### config.mk
export PLATFORM = sky130hd
export DESIGN_NAME = cix_exec
export DESIGN_NICKNAME = d
export VERILOG_FILES = /design/src/pkg/cix_pkg.sv /design/src/rtl/cix_exec.sv
export SDC_FILE = /design/constraint.sdc
export NUM_CORES = 1
export LEC_CHECK = 0
export ABC_CLOCK_PERIOD_IN_PS = 6850
export BUFFER_PORTS_ARGS = -buffer_cell sky130_fd_sc_hd__buf_2
export CAP_MARGIN = 40
export CORE_AREA = 2 2 110 112
export CTS_CLUSTER_DIAMETER = 100
export DETAILED_ROUTE_END_ITERATION = 7
export DIE_AREA = 0 0 112 114
export GPL_TIMING_DRIVEN = 1
export PLACE_DENSITY = 0.91
export SLEW_MARGIN = 10
export SYNTH_ARGS = -nofsm -noshare
export SYNTH_HDL_FRONTEND = slang
export SYNTH_SLANG_ARGS = --single-unit
### constraint.sdc
create_clock -name mclk_i -period 6.85 [get_ports mclk_i]
set_clock_uncertainty 0.15 [all_clocks]
set_input_delay 1.0275 -clock mclk_i [delete_from_list [all_inputs] [get_ports mclk_i]]
set_output_delay 1.0275 -clock mclk_i [all_outputs]
set_load 0.01 [all_outputs]
### src/pkg/cix_pkg.sv
// Purpose: Constants, types and shared arithmetic for the instruction execute block.
// Assumes: Internal RAM and hardware registers answer a read in the same cycle.
// Notes: Opcodes are grouped by high nibble; low nibble selects the source mode.
// Notes on behaviour
// - Bit set forces target to one, flags kept.
// - Short jump always branches, no condition.
// - Target is PC plus two plus displacement.
// - Displacement is signed, minus 128 to 127.
// - Subtract operand and carry from accumulator.
// - Carry set on borrow out of bit 7.
// - Auxiliary carry set on borrow from bit 3.
// - Overflow when borrow out of bit 6 xor out of bit 7.
// - Subtract source: register, direct, indirect, immediate.
// - Nibble swap exchanges accumulator halves, flags kept.
// - Byte exchange swaps accumulator with operand.
// - Digit exchange swaps low nibbles via pointer.
// - Exclusive-OR stores result, flags kept.
// - Six exclusive-OR operand combinations are decoded.
// - Direct destination inverts bits chosen by mask.
// - Port read-modify-write reads the output latch.
package cix_pkg;
    localparam logic [7:0] OPC_SET_CARRY = 8'hd3;
    localparam logic [7:0] OPC_SET_BIT = 8'hd2;
    localparam logic [7:0] OPC_SHORT_JUMP = 8'h80;
    localparam logic [7:0] OPC_SUB_IMM = 8'h94;
    localparam logic [7:0] OPC_SWAP = 8'hc4;
    localparam logic [7:0] OPC_EOR_IMM = 8'h64;
    localparam logic [7:0] OPC_EOR_DIR_ACC = 8'h62;
    localparam logic [7:0] OPC_EOR_DIR_IMM = 8'h63;
    localparam logic [6:0] OPC_DIGIT_EXCH_PAIR = 7'h6b;
    localparam logic [3:0] FAM_SUB = 4'h9;
    localparam logic [3:0] FAM_EOR = 4'h6;
    localparam logic [3:0] FAM_EXCH = 4'hc;
    localparam logic [3:0] LO_IMM = 4'h4;
    localparam logic [3:0] LO_DIR = 4'h5;
    localparam logic [3:0] LO_REG = 4'h8;
    localparam logic [7:0] BIT_AREA_BASE = 8'h20;
    localparam logic [15:0] PC_STEP_JUMP = 16'h0002;
    localparam logic [7:0] ACC_RST = 8'h00;
    localparam logic [15:0] PC_RST = 16'h0000;

    typedef enum logic [1:0] {
        ST_IDLE = 2'b00, ST_PTR = 2'b01, ST_OPR = 2'b11, ST_WR = 2'b10
    } cix_state_t;
    typedef enum logic [3:0] {
        OP_NONE, OP_SET_CARRY, OP_SET_BIT, OP_JUMP, OP_SUB, OP_SWAP,
        OP_EXCH, OP_DIGIT, OP_EOR_ACC, OP_EOR_DIR_ACC, OP_EOR_DIR_IMM
    } cix_op_t;
    typedef enum logic [2:0] {MD_NONE, MD_REG, MD_DIR, MD_IND, MD_IMM, MD_BIT} cix_mode_t;

    // Returns {carry, aux carry, overflow, difference}.
    function automatic logic [10:0] cix_sub_borrow(input logic [7:0] a, input logic [7:0] b,
                                                   input logic cy);
        logic [8:0] full;
        logic [4:0] low;
        logic [7:0] mid;
        full = {1'b0, a} - {1'b0, b} - {8'h00, cy};
        low = {1'b0, a[3:0]} - {1'b0, b[3:0]} - {4'h0, cy};
        mid = {1'b0, a[6:0]} - {1'b0, b[6:0]} - {7'h00, cy};
        return {full[8], low[4], mid[7] ^ full[8], full[7:0]};
    endfunction : cix_sub_borrow

    function automatic logic [15:0] cix_rel_target(input logic [15:0] pc, input logic [7:0] rel);
        return pc + PC_STEP_JUMP + {{8{rel[7]}}, rel};
    endfunction : cix_rel_target

    function automatic logic [7:0] cix_reg_addr(input logic [1:0] bank, input logic [2:0] num);
        return {3'b000, bank, num};
    endfunction : cix_reg_addr
endpackage : cix_pkg

### src/rtl/cix_exec.sv
// Purpose: Executes bit set, short jump, subtract, swap, exchanges and exclusive-OR.
// Assumes: Data space read data is valid in the cycle the read strobe is high.
// Notes: Accumulator, flags and program counter are held here.
`timescale 1ns/1ps
module cix_exec (
    // Clock and reset
    input logic mclk_i,
    input logic rst_b_i,
    // Instruction from fetch
    input logic instr_valid_i,
    output logic instr_ready_o,
    input logic [7:0] opcode_i,
    input logic [7:0] byte1_i,
    input logic [7:0] byte2_i,
    input logic [1:0] reg_bank_i,
    // Data space
    output logic [7:0] data_addr_o,
    output logic data_rd_o,
    output logic data_rmw_o,
    output logic data_ind_o,
    input logic [7:0] data_rdata_i,
    output logic data_wr_o,
    output logic [7:0] data_wdata_o,
    // Core state
    output logic [7:0] acc_o,
    output logic carry_o,
    output logic aux_o,
    output logic ovf_o,
    output logic [15:0] pc_o,
    output logic done_o,
    output logic illegal_o
);
    import cix_pkg::*;

    typedef struct packed {
        cix_state_t st;
        cix_op_t op;
        logic [7:0] acc;
        logic [7:0] imm;
        logic [7:0] addr;
        logic [7:0] wdata;
        logic [15:0] pc;
        logic cy;
        logic aux;
        logic ovf;
        logic rd;
        logic wr;
        logic rmw;
        logic ind;
        logic done;
        logic illegal;
    } cix_regs_t;

    typedef struct packed {
        cix_op_t op;
        cix_mode_t mode;
        logic [15:0] len;
    } cix_dec_t;

    localparam cix_regs_t REGS_RST = '{st: ST_IDLE, op: OP_NONE, acc: ACC_RST,
        imm: 8'h00, addr: 8'h00, wdata: 8'h00, pc: PC_RST, cy: 1'b0, aux: 1'b0,
        ovf: 1'b0, rd: 1'b0, wr: 1'b0, rmw: 1'b0, ind: 1'b0, done: 1'b0, illegal: 1'b0};

    cix_regs_t r_reg;
    cix_regs_t r_next;

    function automatic cix_mode_t src_mode(input logic [3:0] lo);
        if (lo >= LO_REG) begin
            return MD_REG;
        end else if (lo == LO_IMM) begin
            return MD_IMM;
        end else if (lo == LO_DIR) begin
            return MD_DIR;
        end
        return MD_IND;
    endfunction : src_mode

    function automatic cix_dec_t decode(input logic [7:0] opc);
        cix_dec_t d;
        d = '{op: OP_NONE, mode: MD_NONE, len: 16'h0001};
        if (opc == OPC_SET_CARRY) begin
            d.op = OP_SET_CARRY;
        end else if (opc == OPC_SET_BIT) begin
            d.op = OP_SET_BIT;
            d.mode = MD_BIT;
        end else if (opc == OPC_SHORT_JUMP) begin
            d.op = OP_JUMP;
        end else if (opc == OPC_SWAP) begin
            d.op = OP_SWAP;
        end else if (opc[7:1] == OPC_DIGIT_EXCH_PAIR) begin
            d.op = OP_DIGIT;
            d.mode = MD_IND;
        end else if (opc == OPC_EOR_DIR_ACC) begin
            d.op = OP_EOR_DIR_ACC;
            d.mode = MD_DIR;
        end else if (opc == OPC_EOR_DIR_IMM) begin
            d.op = OP_EOR_DIR_IMM;
            d.mode = MD_DIR;
        end else if (opc[7:4] == FAM_SUB && opc[3:0] >= LO_IMM) begin
            d.op = OP_SUB;
            d.mode = src_mode(opc[3:0]);
        end else if (opc[7:4] == FAM_EOR && opc[3:0] >= LO_IMM) begin
            d.op = OP_EOR_ACC;
            d.mode = src_mode(opc[3:0]);
        end else if (opc[7:4] == FAM_EXCH && opc[3:0] >= LO_DIR) begin
            d.op = OP_EXCH;
            d.mode = src_mode(opc[3:0]);
        end
        if (d.op == OP_EOR_DIR_IMM) begin
            d.len = 16'h0003;
        end else if (d.mode == MD_DIR || d.mode == MD_IMM || d.mode == MD_BIT ||
                     d.op == OP_JUMP) begin
            d.len = 16'h0002;
        end
        return d;
    endfunction : decode

    // Accumulator operations shared by the immediate and memory source paths.
    // Returns {acc, carry, aux carry, overflow}.
    function automatic logic [10:0] acc_op(input cix_op_t op, input logic [7:0] a,
                                           input logic [7:0] b, input logic cy,
                                           input logic aux, input logic ovf);
        logic [10:0] s;
        if (op == OP_SUB) begin
            s = cix_sub_borrow(a, b, cy);
            return {s[7:0], s[10:8]};
        end
        return {a ^ b, cy, aux, ovf};
    endfunction : acc_op

    always_comb begin
        cix_dec_t d;
        d = decode(opcode_i);
        r_next = r_reg;
        r_next.rd = 1'b0;
        r_next.wr = 1'b0;
        r_next.rmw = 1'b0;
        r_next.ind = 1'b0;
        r_next.done = 1'b0;
        r_next.illegal = 1'b0;
        unique case (r_reg.st)
            ST_IDLE: begin
                if (instr_valid_i) begin
                    r_next.op = d.op;
                    r_next.imm = (d.op == OP_EOR_DIR_IMM) ? byte2_i : byte1_i;
                    r_next.pc = r_reg.pc + d.len;
                    unique case (d.mode)
                        MD_REG: begin
                            // Register number sits in the three low opcode bits.
                            r_next.addr = cix_reg_addr(reg_bank_i, opcode_i[2:0]);
                            r_next.rd = 1'b1;
                            r_next.st = ST_OPR;
                        end
                        MD_DIR: begin
                            r_next.addr = byte1_i;
                            r_next.rd = 1'b1;
                            // Port destinations must be read from the latch, not the pins.
                            r_next.rmw = (d.op == OP_EOR_DIR_ACC || d.op == OP_EOR_DIR_IMM);
                            r_next.st = ST_OPR;
                        end
                        MD_BIT: begin
                            r_next.addr = byte1_i[7] ? {byte1_i[7:3], 3'b000} :
                                          BIT_AREA_BASE + {4'h0, byte1_i[6:3]};
                            r_next.rd = 1'b1;
                            r_next.rmw = 1'b1;
                            r_next.st = ST_OPR;
                        end
                        MD_IND: begin
                            r_next.addr = cix_reg_addr(reg_bank_i, {2'b00, opcode_i[0]});
                            r_next.rd = 1'b1;
                            r_next.st = ST_PTR;
                        end
                        MD_IMM: begin
                            {r_next.acc, r_next.cy, r_next.aux, r_next.ovf} =
                                acc_op(d.op, r_reg.acc, byte1_i, r_reg.cy, r_reg.aux, r_reg.ovf);
                            r_next.done = 1'b1;
                        end
                        MD_NONE: begin
                            r_next.done = 1'b1;
                            if (d.op == OP_SET_CARRY) begin
                                r_next.cy = 1'b1;
                            end else if (d.op == OP_SWAP) begin
                                r_next.acc = {r_reg.acc[3:0], r_reg.acc[7:4]};
                            end else if (d.op == OP_JUMP) begin
                                // Unconditional; the length step is replaced by the target.
                                r_next.pc = cix_rel_target(r_reg.pc, byte1_i);
                            end else begin
                                r_next.illegal = 1'b1;
                            end
                        end
                        default: begin
                            r_next.illegal = 1'b1;
                            r_next.done = 1'b1;
                        end
                    endcase
                end
            end
            ST_PTR: begin
                r_next.addr = data_rdata_i;
                r_next.rd = 1'b1;
                r_next.ind = 1'b1;
                r_next.st = ST_OPR;
            end
            ST_OPR: begin
                r_next.ind = r_reg.ind;
                r_next.wr = 1'b1;
                r_next.st = ST_WR;
                unique case (r_reg.op)
                    OP_EXCH: begin
                        r_next.acc = data_rdata_i;
                        r_next.wdata = r_reg.acc;
                    end
                    OP_DIGIT: begin
                        r_next.acc = {r_reg.acc[7:4], data_rdata_i[3:0]};
                        r_next.wdata = {data_rdata_i[7:4], r_reg.acc[3:0]};
                    end
                    OP_EOR_DIR_ACC: begin
                        r_next.wdata = data_rdata_i ^ r_reg.acc;
                    end
                    OP_EOR_DIR_IMM: begin
                        r_next.wdata = data_rdata_i ^ r_reg.imm;
                    end
                    OP_SET_BIT: begin
                        r_next.wdata = data_rdata_i | (8'h01 << r_reg.imm[2:0]);
                    end
                    default: begin
                        r_next.wr = 1'b0;
                        r_next.ind = 1'b0;
                        r_next.st = ST_IDLE;
                        r_next.done = 1'b1;
                        {r_next.acc, r_next.cy, r_next.aux, r_next.ovf} =
                            acc_op(r_reg.op, r_reg.acc, data_rdata_i, r_reg.cy, r_reg.aux,
                                   r_reg.ovf);
                    end
                endcase
            end
            ST_WR: begin
                r_next.done = 1'b1;
                r_next.st = ST_IDLE;
            end
        endcase
    end

    always_ff @(posedge mclk_i) begin
        if (!rst_b_i) begin
            r_reg <= REGS_RST;
        end else begin
            r_reg <= r_next;
        end
    end

    assign instr_ready_o = (r_reg.st == ST_IDLE);
    assign data_addr_o = r_reg.addr;
    assign data_rd_o = r_reg.rd;
    assign data_rmw_o = r_reg.rmw;
    assign data_ind_o = r_reg.ind;
    assign data_wr_o = r_reg.wr;
    assign data_wdata_o = r_reg.wdata;
    assign acc_o = r_reg.acc;
    assign carry_o = r_reg.cy;
    assign aux_o = r_reg.aux;
    assign ovf_o = r_reg.ovf;
    assign pc_o = r_reg.pc;
    assign done_o = r_reg.done;
    assign illegal_o = r_reg.illegal;

    // Checks on the execute behaviour.
    logic accept;
    assign accept = instr_valid_i && instr_ready_o;
endmodule : cix_exec

Word level (Yosys, flattened, before mapping). Cells that the tools add are included.

Word-level logic and storage cells: 215. Input bits: 37. Register bits: 63.

Bitwise gates (word level): 6. Reduce and logical (&&, ||, !) cells: 27. Add/subtract/negate cells: 16. Muxes and demuxes: 99. Equal/unequal tests: 46. Order comparisons: 3. Shifts and indexed selects: 1.

Operators with widths (number): 16-bit two-way mux (4); 8-bit one-hot mux with 2 select lines (3); 1-bit two-way mux (44); 11-bit two-way mux (4); 7-bit two-way mux (6); 8-bit one-hot mux with 5 select lines (1); 4-bit by 3-bit == test with 1-bit output (second input constant) (8); 8-bit == test (second input constant) (4); 8-bit two-way mux (4); 8-bit one-hot mux with 4 select lines (1); 3-bit two-way mux (10); 30-bit two-way mux (1); 4-bit == test (second input constant) (6); 8-bit one-hot mux with 3 select lines (1); 8-bit XOR (3); 8-bit by 8-bit subtractor with 9-bit output (2); 9-bit by 1-bit subtractor with 9-bit output (2); 16-bit adder (1); 16-bit by 2-bit adder with 16-bit output (1); 16-bit by 2-bit adder with 16-bit output (second input constant) (1); 8-bit by 7-bit == test with 1-bit output (second input constant) (2); 4-bit two-way mux (4); 7-bit by 7-bit subtractor with 8-bit output (2); 8-bit by 1-bit subtractor with 8-bit output (2); 42 further kinds (81).

Longest topological paths before layout. Gate-level depths: netlist (run 1).

Depth after elaboration: 36. Mapped depth: 18. Mapped depth without buffers: 16.

Worst setup path before layout (run 1). OpenSTA, ideal clock, no wires.

Path type: input to register. Start point: input opcode_i[5]. End point: register r_reg (netlist bit pc_o[14]). Setup time: 138 ps. Buffers on the path: 1. Stages on the path: 16. Slack: 2545 ps. Required time: 6562 ps. Arrival time: 4017 ps. Cells stage by stage: nand3b_1 o41ai_1 o32ai_2 nand2b_4 buf_6 nand4_1 nand2_1 ha_1 inv_1 fa_1 nand3b_1 nor3_1 and2_1 o21ai_0 a22oi_1 o22ai_1.

Word-level cells in the longest chain between the ends: 23. Elaborated cells on any way between the ends: 44.

Ends and longest elaborated chain: from (decl) (line cix_exec.sv:12) `input logic [7:0] opcode_i,`; 4-bit == test (line cix_exec.sv:105) `end else if (opc[7:4] == FAM_EXCH && opc[3:0] >= LO_DIR) begin`; 1-bit logical AND (line cix_exec.sv:105); 6-bit two-way mux (line cix_exec.sv:105); 7-bit two-way mux (line cix_exec.sv:102) `end else if (opc[7:4] == FAM_EOR && opc[3:0] >= LO_IMM) begin`; 7-bit two-way mux (line cix_exec.sv:99) `end else if (opc[7:4] == FAM_SUB && opc[3:0] >= LO_IMM) begin`; 7-bit two-way mux (line cix_exec.sv:96) `end else if (opc == OPC_EOR_DIR_IMM) begin`; 7-bit two-way mux (line cix_exec.sv:93) `end else if (opc == OPC_EOR_DIR_ACC) begin`; 7-bit two-way mux (line cix_exec.sv:90) `end else if (opc[7:1] == OPC_DIGIT_EXCH_PAIR) begin`; (+5 left out); 1-bit logical OR (3 in series) (line cix_exec.sv:111) `end else if (d.mode == MD_DIR || d.mode == MD_IMM || d.mode == MD_BIT ||`; 2-bit two-way mux (line cix_exec.sv:111); 2-bit two-way mux (line cix_exec.sv:109) `if (d.op == OP_EOR_DIR_IMM) begin`; 16-bit by 2-bit adder with 16-bit output (line cix_exec.sv:146) `r_next.pc = r_reg.pc + d.len;`; 16-bit two-way mux (line cix_exec.sv:184) `end else if (d.op == OP_JUMP) begin`; 16-bit two-way mux (line cix_exec.sv:182) `end else if (d.op == OP_SWAP) begin`; 16-bit two-way mux (line cix_exec.sv:180) `if (d.op == OP_SET_CARRY) begin`; 16-bit two-way mux * (line cix_exec.sv:147) `unique case (d.mode)`; to (signal assigned) (line cix_exec.sv:248) `r_reg <= r_next;`; to (decl) (line cix_exec.sv:64) `cix_regs_t r_reg;`.

Mark *: on every way between the ends. The rest lies on a longest branch, timed or not. A chain may end at the register's enable or synchronous reset.

Worst setup path in the final report (run 1).
Start point: input opcode_i[4]. End point: register r_reg (netlist bit pc_o[14]).

Same word-level chain as after synthesis.

==> results.yml, run 1 <==
route:
  dr_wl_met2_um: 8832
  wl_met3_um: 2014
  drt-met1-wl_um: 7910
  drtPass1Iterations: 7
  drt-initial-drc-count: 887
  wl_per_cell_um: 18.71
  drt_wl_total_um: 19450
  ant_nets: 0
  drc_errors: 0
  viasPerCell: 6.452
  vias: 6710
  highest_layer: "met4"
global_route:
  antenna_found_initial: 0
  grt_start_max_net_pins: 37
  grt_overflow: 0
  first_global_vias: 6148
  grt_pass1_wl_um: 31040
  track_usage_pct: 30.11
logic_synthesis:
  synth-edff-count: 0
  async_flop_share_pct: 0
  synth_ff_type: "dfxtp_1"
  ys_seq_elements: 63
  ys_types: 75
  synth_compound_area_share_pct: 27.62
  syn-instance-count: 871
  synthMuxAreaShare_pct: 2.480
  ys_seq_area_share_pct: 19.23
  synthAdderAreaFrac_pct: 13.85
  synth_top_family_by_area: "compound AO/OA/AOI/OAI gates"
  netlist_area_um2: 6559
  synth-xor-area-share_pct: 4.674
  synth-simple-area-share_pct: 21.46
  syn_nets: 977
  synth_area_per_cell_um2: 7.530
  yosysWarnings: 0
critical_path:
  arrival_ns: 4.79
  cp_max_fo: 11
  startpoint_type: "input port"
  endpoint_kind: "register"
  required_ns: 6.96
  crit_type: "in2reg"
power_and_ir_drop:
  peakVddDrop_mv: 0.2112
  switchingPower_w: 0.0009000
  clkPwrFrac_pct: 22.7
  p_leak_nw: 3.017
  p_int_w: 0.001140
  seq_power_share_pct: 25.7
  p_sw_share_pct: 44.12
  p_comb_share_pct: 51.5
  power_density_nw_per_um2: 291.7
clocking:
  cts_resized: 0
  cts_made_buffers: 9
  ctsHoldBuffers: 0
  cts_tree: "yes"
  clkLatencyLatePin_ns: 0.34
  root_buffer: "clkbuf_16"
  clk_pin_slew_worst_paths_ns: 0.06
  cts_sinks: 63
  clock_path_buffers: 2
  postCtsSetupBuffers: 0
  h-tree-depth: 3
cells_and_area:
  final_util_pct: 59.72
  fillers: 1117
  synthToLayoutAreaGrowth_pct: 6.639
  mostFrequentLayoutCells: "86 x buf_2, 80 x o21ai_0, 76 x nand2_1, 70 x nor2_1"
  num_antenna_cells: 0
  drive_gt1_share_pct: 13.77
  final_common_cell: "buf_2"
  fin_nets: 994
  largest_reg_flops: 16
die:
  io_pins: 87
  start_util_pct: 56.00
  core_area_um2: 11710
  placementRows: 40
  die_w_um: 112
  die_h_um: 114
  dieArea_um2: 12770
timing:
  tns_ns: 0
  setup_viol: 0
  relSlewSlack_pct: 40.99
  hold_slack_ns: 0.3416
  max_slew.worst_pin.slew_ns: 0.8629
  rsz0062_at_grt: "no"
  timing.final.crit_period_ns: 4.677
  timing.fmax_ghz: 0.2138
  finalCritPeriodShare_pct: 68.28
  slew_viol_final: 0
  hold_viol_final: 0
job:
  maxCapViolCount: 0
placement:
  io_buffers: 86
  hpwl_um: 14560
  gp_congestion: 0.9709
status:
  status: "finished, final reports clean"
worst_hold_path:
  hp-class: "reg2reg"
kinds of logic after synthesis:
group,count (synthesis)
buf+inv,137
compound gates,272
flops,63
xor+xnor,35
fa+ha+maj,69
simple gates,279
mux,16
power groups by stage:
| stage | clock network (W) | registers, W | logic [W] |
|---|---|---|---|
| 3_3_place_gp | 0 | 0.000525 | 0.000990 |
| 6_report | 0.000464 | 0.000525 | 0.00105 |
| 4_1_cts | 0.000463 | 0.000520 | 0.00103 |
| 3_5_place_dp | 0 | 0.000527 | 0.00101 |
| 5_1_grt | 0.000477 | 0.000531 | 0.00115 |
| 2_1_floorplan | 0 | 0.000491 | 0.000826 |
stage by stage:
stage / power (W) / instance area (um2) / setup WS (ns) / std cells
after floorplan: 0.001317 / 6559 / 2.545 / 871
after global placement: 0.001514 / 6701 / 2.040 / 1024
after detailed placement: 0.001542 / 6701 / 1.923 / 1024
after CTS: 0.002011 / 6994 / 2.238 / 1040
after global routing: 0.002161 / 6994 / 1.885 / 1040
final: 0.002040 / 6994 / 2.173 / 1040
cells in the mapped netlist (9+ instances only):
library cell | count | share of area [%]
nor3_1 | 21 | 1.6
buf_4 | 42 | 4.8
ha_1 | 63 | 12
xnor2_1 | 24 | 3.2
o21ai_0 | 80 | 6.1
nand2b_1 | 11 | 1.0
clkbuf_1 | 32 | 1.8
o211ai_1 | 16 | 1.8
a22oi_1 | 11 | 1.3
nand3_1 | 27 | 2.1
a21o_1 | 9 | 1.0
a21oi_1 | 51 | 3.9
a211oi_1 | 18 | 2.1
inv_1 | 53 | 3.0
dfxtp_1 | 63 | 19
nor2b_1 | 14 | 1.3
a31oi_1 | 15 | 1.4
xor2_1 | 11 | 1.5
nor2_1 | 70 | 4.0
mux2i_1 | 14 | 2.1
nand2_1 | 76 | 4.3
metal layers:
layer	track usage [%]	up-vias
met5	0	-
met4	13.41	0
met3	5.792	66
met2	48.04	426
met1	39.81	3045
li1	-	3173
area by class of cell:
type / count / area, um2 / share of cell area [%]
clock buffers: 13 / 250.2 / 3.578
clock inverters: 3 / 42.54 / 0.6082
inverters: 53 / 198.9 / 2.844
multi-input cells: 671 / 4597 / 65.72
flip-flops and latches: 63 / 1261 / 18.03
well taps: 147 / 183.9 / 2.630
repair buffers: 90 / 460.4 / 6.583
path summary, 6_finish.rpt:
check | startpoint | to | slack (ns) | depth (start not counted)
setup / recovery | opcode_i[4] | pc_o[14] | 2.17 | 15
hold / removal | data_ind_o | data_ind_o | 0.34 | 2
setup reg to reg | acc_o[0] | acc_o[7] | 3.38 | 10
hold reg to reg | data_ind_o | data_ind_o | 0.34 | 2
worst max-delay path, stage by stage:
cell and delay, ns:
buf_2 0.16, or3b_4 0.44, nor2_1 0.30, nand4_1 0.59, nand2_1 0.26, ha_1 0.19
inv_1 0.06, fa_1 0.42, nand3b_1 0.20, nor3_1 0.39, and2_1 0.25, xnor2_1 0.08
o21ai_0 0.15, nand4_1 0.11, o22ai_1 0.15
(Power assumes the default switching activity.)
==> run 2, diff against run 1 <==
- ABC_CLOCK_PERIOD_IN_PS: 6850 -> 4400
- clock period: 6.85 -> 4.4 ns (I/O delays scaled with it)
==> results.yml, run 2 (synthesis gave the netlist of run 1 again) <==
route:
  drc_errors: 0
  ant_nets: 0
  viasPerCell: 6.534
  wl_per_cell_um: 18.77
  vias: 6848
  drtPass1Iterations: 6
  drt-initial-drc-count: 878
  drt_wl_total_um: 19670
cells_and_area:
  largest_reg_flops: 16
  final_common_cell: "buf_2"
  drive_gt1_share_pct: 14.65
  num_antenna_cells: 0
  final_util_pct: 60.45
  fin_nets: 1002
  mostFrequentLayoutCells: "86 x buf_2, 80 x o21ai_0, 76 x nand2_1, 70 x nor2_1"
  fillers: 1040
  synthToLayoutAreaGrowth_pct: 7.936
global_route:
  antenna_found_initial: 0
  grt_pass1_wl_um: 31670
  first_global_vias: 6399
  grt_start_max_net_pins: 37
  track_usage_pct: 30.62
  grt_overflow: 0
die:
  die_w_um: 112
  core_area_um2: 11710
  die_h_um: 114
  start_util_pct: 56.00
  dieArea_um2: 12770
  placementRows: 40
  io_pins: 87
critical_path:
  endpoint_kind: "register"
  ff2ff_setup_slack_ns: 0.99
  worstSetupStartpoint: "opcode_i[4]"
  cp.depth: 17
  startpoint_type: "input port"
  arrival_ns: 4.15
  cp.buffers_inverters: 2
  cp_max_fo: 11
  crit_type: "in2reg"
  reg2reg_from: "acc_o[0]"
  r2r-end: "acc_o[7]"
  crit_end: "pc_o[14]"
  rr_worst_depth: 10
  slowest_delay_ns: 0.50
  cp_slowest_cell: "o41ai_1"
  required_ns: 4.51
  crit_family: "simple AND/OR/NAND/NOR gates"
  cp_cell_sequence: "buf_2, nand3b_1, o41ai_1, o32ai_2, nand2b_4, nand4_1, nand2_1, ha_1, inv_1, fa_1, nand3b_1, nor3_2, and2_1, xnor2_1, o21ai_0, nand4_1, o22ai_1"
placement:
  hpwl_um: 14690
  io_buffers: 86
  gp_congestion: 0.9368
clocking:
  cts_sinks: 63
  root_buffer: "clkbuf_16"
  clkLatencyLatePin_ns: 0.33
  clock_path_buffers: 2
  ctsHoldBuffers: 0
  cts_made_buffers: 9
  clk_pin_slew_worst_paths_ns: 0.05
  h-tree-depth: 3
  cts_tree: "yes"
timing:
  slew_viol_final: 0
  timing.final.crit_period_ns: 4.042
  hold_viol_final: 0
  rsz0062_at_grt: "no"
  finalCritPeriodShare_pct: 91.85
  setup_viol: 0
  max_slew.worst_pin.slew_ns: 0.8088
  timing.fmax_ghz: 0.2474
  hold_slack_ns: 0.3473
  relSlewSlack_pct: 45.67
  tns_ns: 0
power_and_ir_drop:
  clkPwrFrac_pct: 22.3
  p_comb_share_pct: 52.4
  power_density_nw_per_um2: 450.8
  p_leak_nw: 3.062
  peakVddDrop_mv: 0.2992
  switchingPower_w: 0.001409
  p_sw_share_pct: 44.16
  seq_power_share_pct: 25.3
  p_int_w: 0.001782
worst_hold_path:
  hp-class: "reg2reg"
job:
  maxCapViolCount: 0
status:
  status: "finished, final reports clean"
## run 2: worst min-delay path, cell delays in order (launching register included)
cell      delay, ns
dfxtp_1        0.30
nor2_1         0.09
a211oi_1       0.05
## run 2: final cells by class
| type | count | area (um2) | share of cell area, % |
|---|---|---|---|
| tap | 147 | 183.9 | 2.598 |
| timing repair buffer | 98 | 540.5 | 7.635 |
| clock inverter | 3 | 42.54 | 0.6009 |
| inverter | 53 | 198.9 | 2.810 |
| multi-input combinational | 671 | 4602 | 65.01 |
| sequential | 63 | 1261 | 17.82 |
| clock buffer | 13 | 250.2 | 3.535 |
## run 2: timing repair
action	4_1_cts	5_1_grt
buffers inserted	0	0
setup endpoints to repair	0	1
resized for setup	0	1
hold endpoints to repair	0	0
## run 2: how the worst min path moves through the flow
stage | end | depth (start not counted) | slack, ns | from
CTS | aux_o | 2 | 0.35 | aux_o
global placement | data_ind_o | 2 | 0.33 | data_ind_o
detailed placement | aux_o | 2 | 0.34 | aux_o
global route | data_addr_o[6] | 2 | 0.38 | data_addr_o[6]
floorplan | data_addr_o[3] | 2 | 0.31 | data_addr_o[3]
finish | data_addr_o[6] | 2 | 0.35 | data_addr_o[6]
## run 2: layer usage
layer  share of wire, %  vias to the layer above  GRT usage, %  wire length (um)
met1                 39                     3087         39.63              7761
met5                  0                        -             0                 0
li1                   -                     3206             -                 -
met3                 11                      110         6.057              2178
met4                5.6                        0         18.05              1107
met2                 44                      445         47.60              8619
## run 2: per-stage QoR
| stage | cell area (um2) | std cells | power [W] | setup slack, ns |
|---|---|---|---|---|
| 2_1_floorplan | 6559 | 871 | 0.002050 | 0.4622 |
| 3_3_place_gp | 6754 | 1031 | 0.002367 | 0.1868 |
| 3_5_place_dp | 6782 | 1032 | 0.002416 | 0.008749 |
| 4_1_cts | 7074 | 1048 | 0.003142 | 0.2596 |
| 5_1_grt | 7079 | 1048 | 0.003389 | 0.02374 |
| 6_report | 7079 | 1048 | 0.003191 | 0.3585 |
## run 2: power groups by stage
stage | sequential [W] | clock [W] | combinational [W]
2_1_floorplan | 0.000764 | 0 | 0.00129
3_5_place_dp | 0.000808 | 0 | 0.00161
6_report | 0.000808 | 0.000712 | 0.00167
5_1_grt | 0.000814 | 0.000733 | 0.00184
4_1_cts | 0.000797 | 0.000712 | 0.00163
3_3_place_gp | 0.000806 | 0 | 0.00156
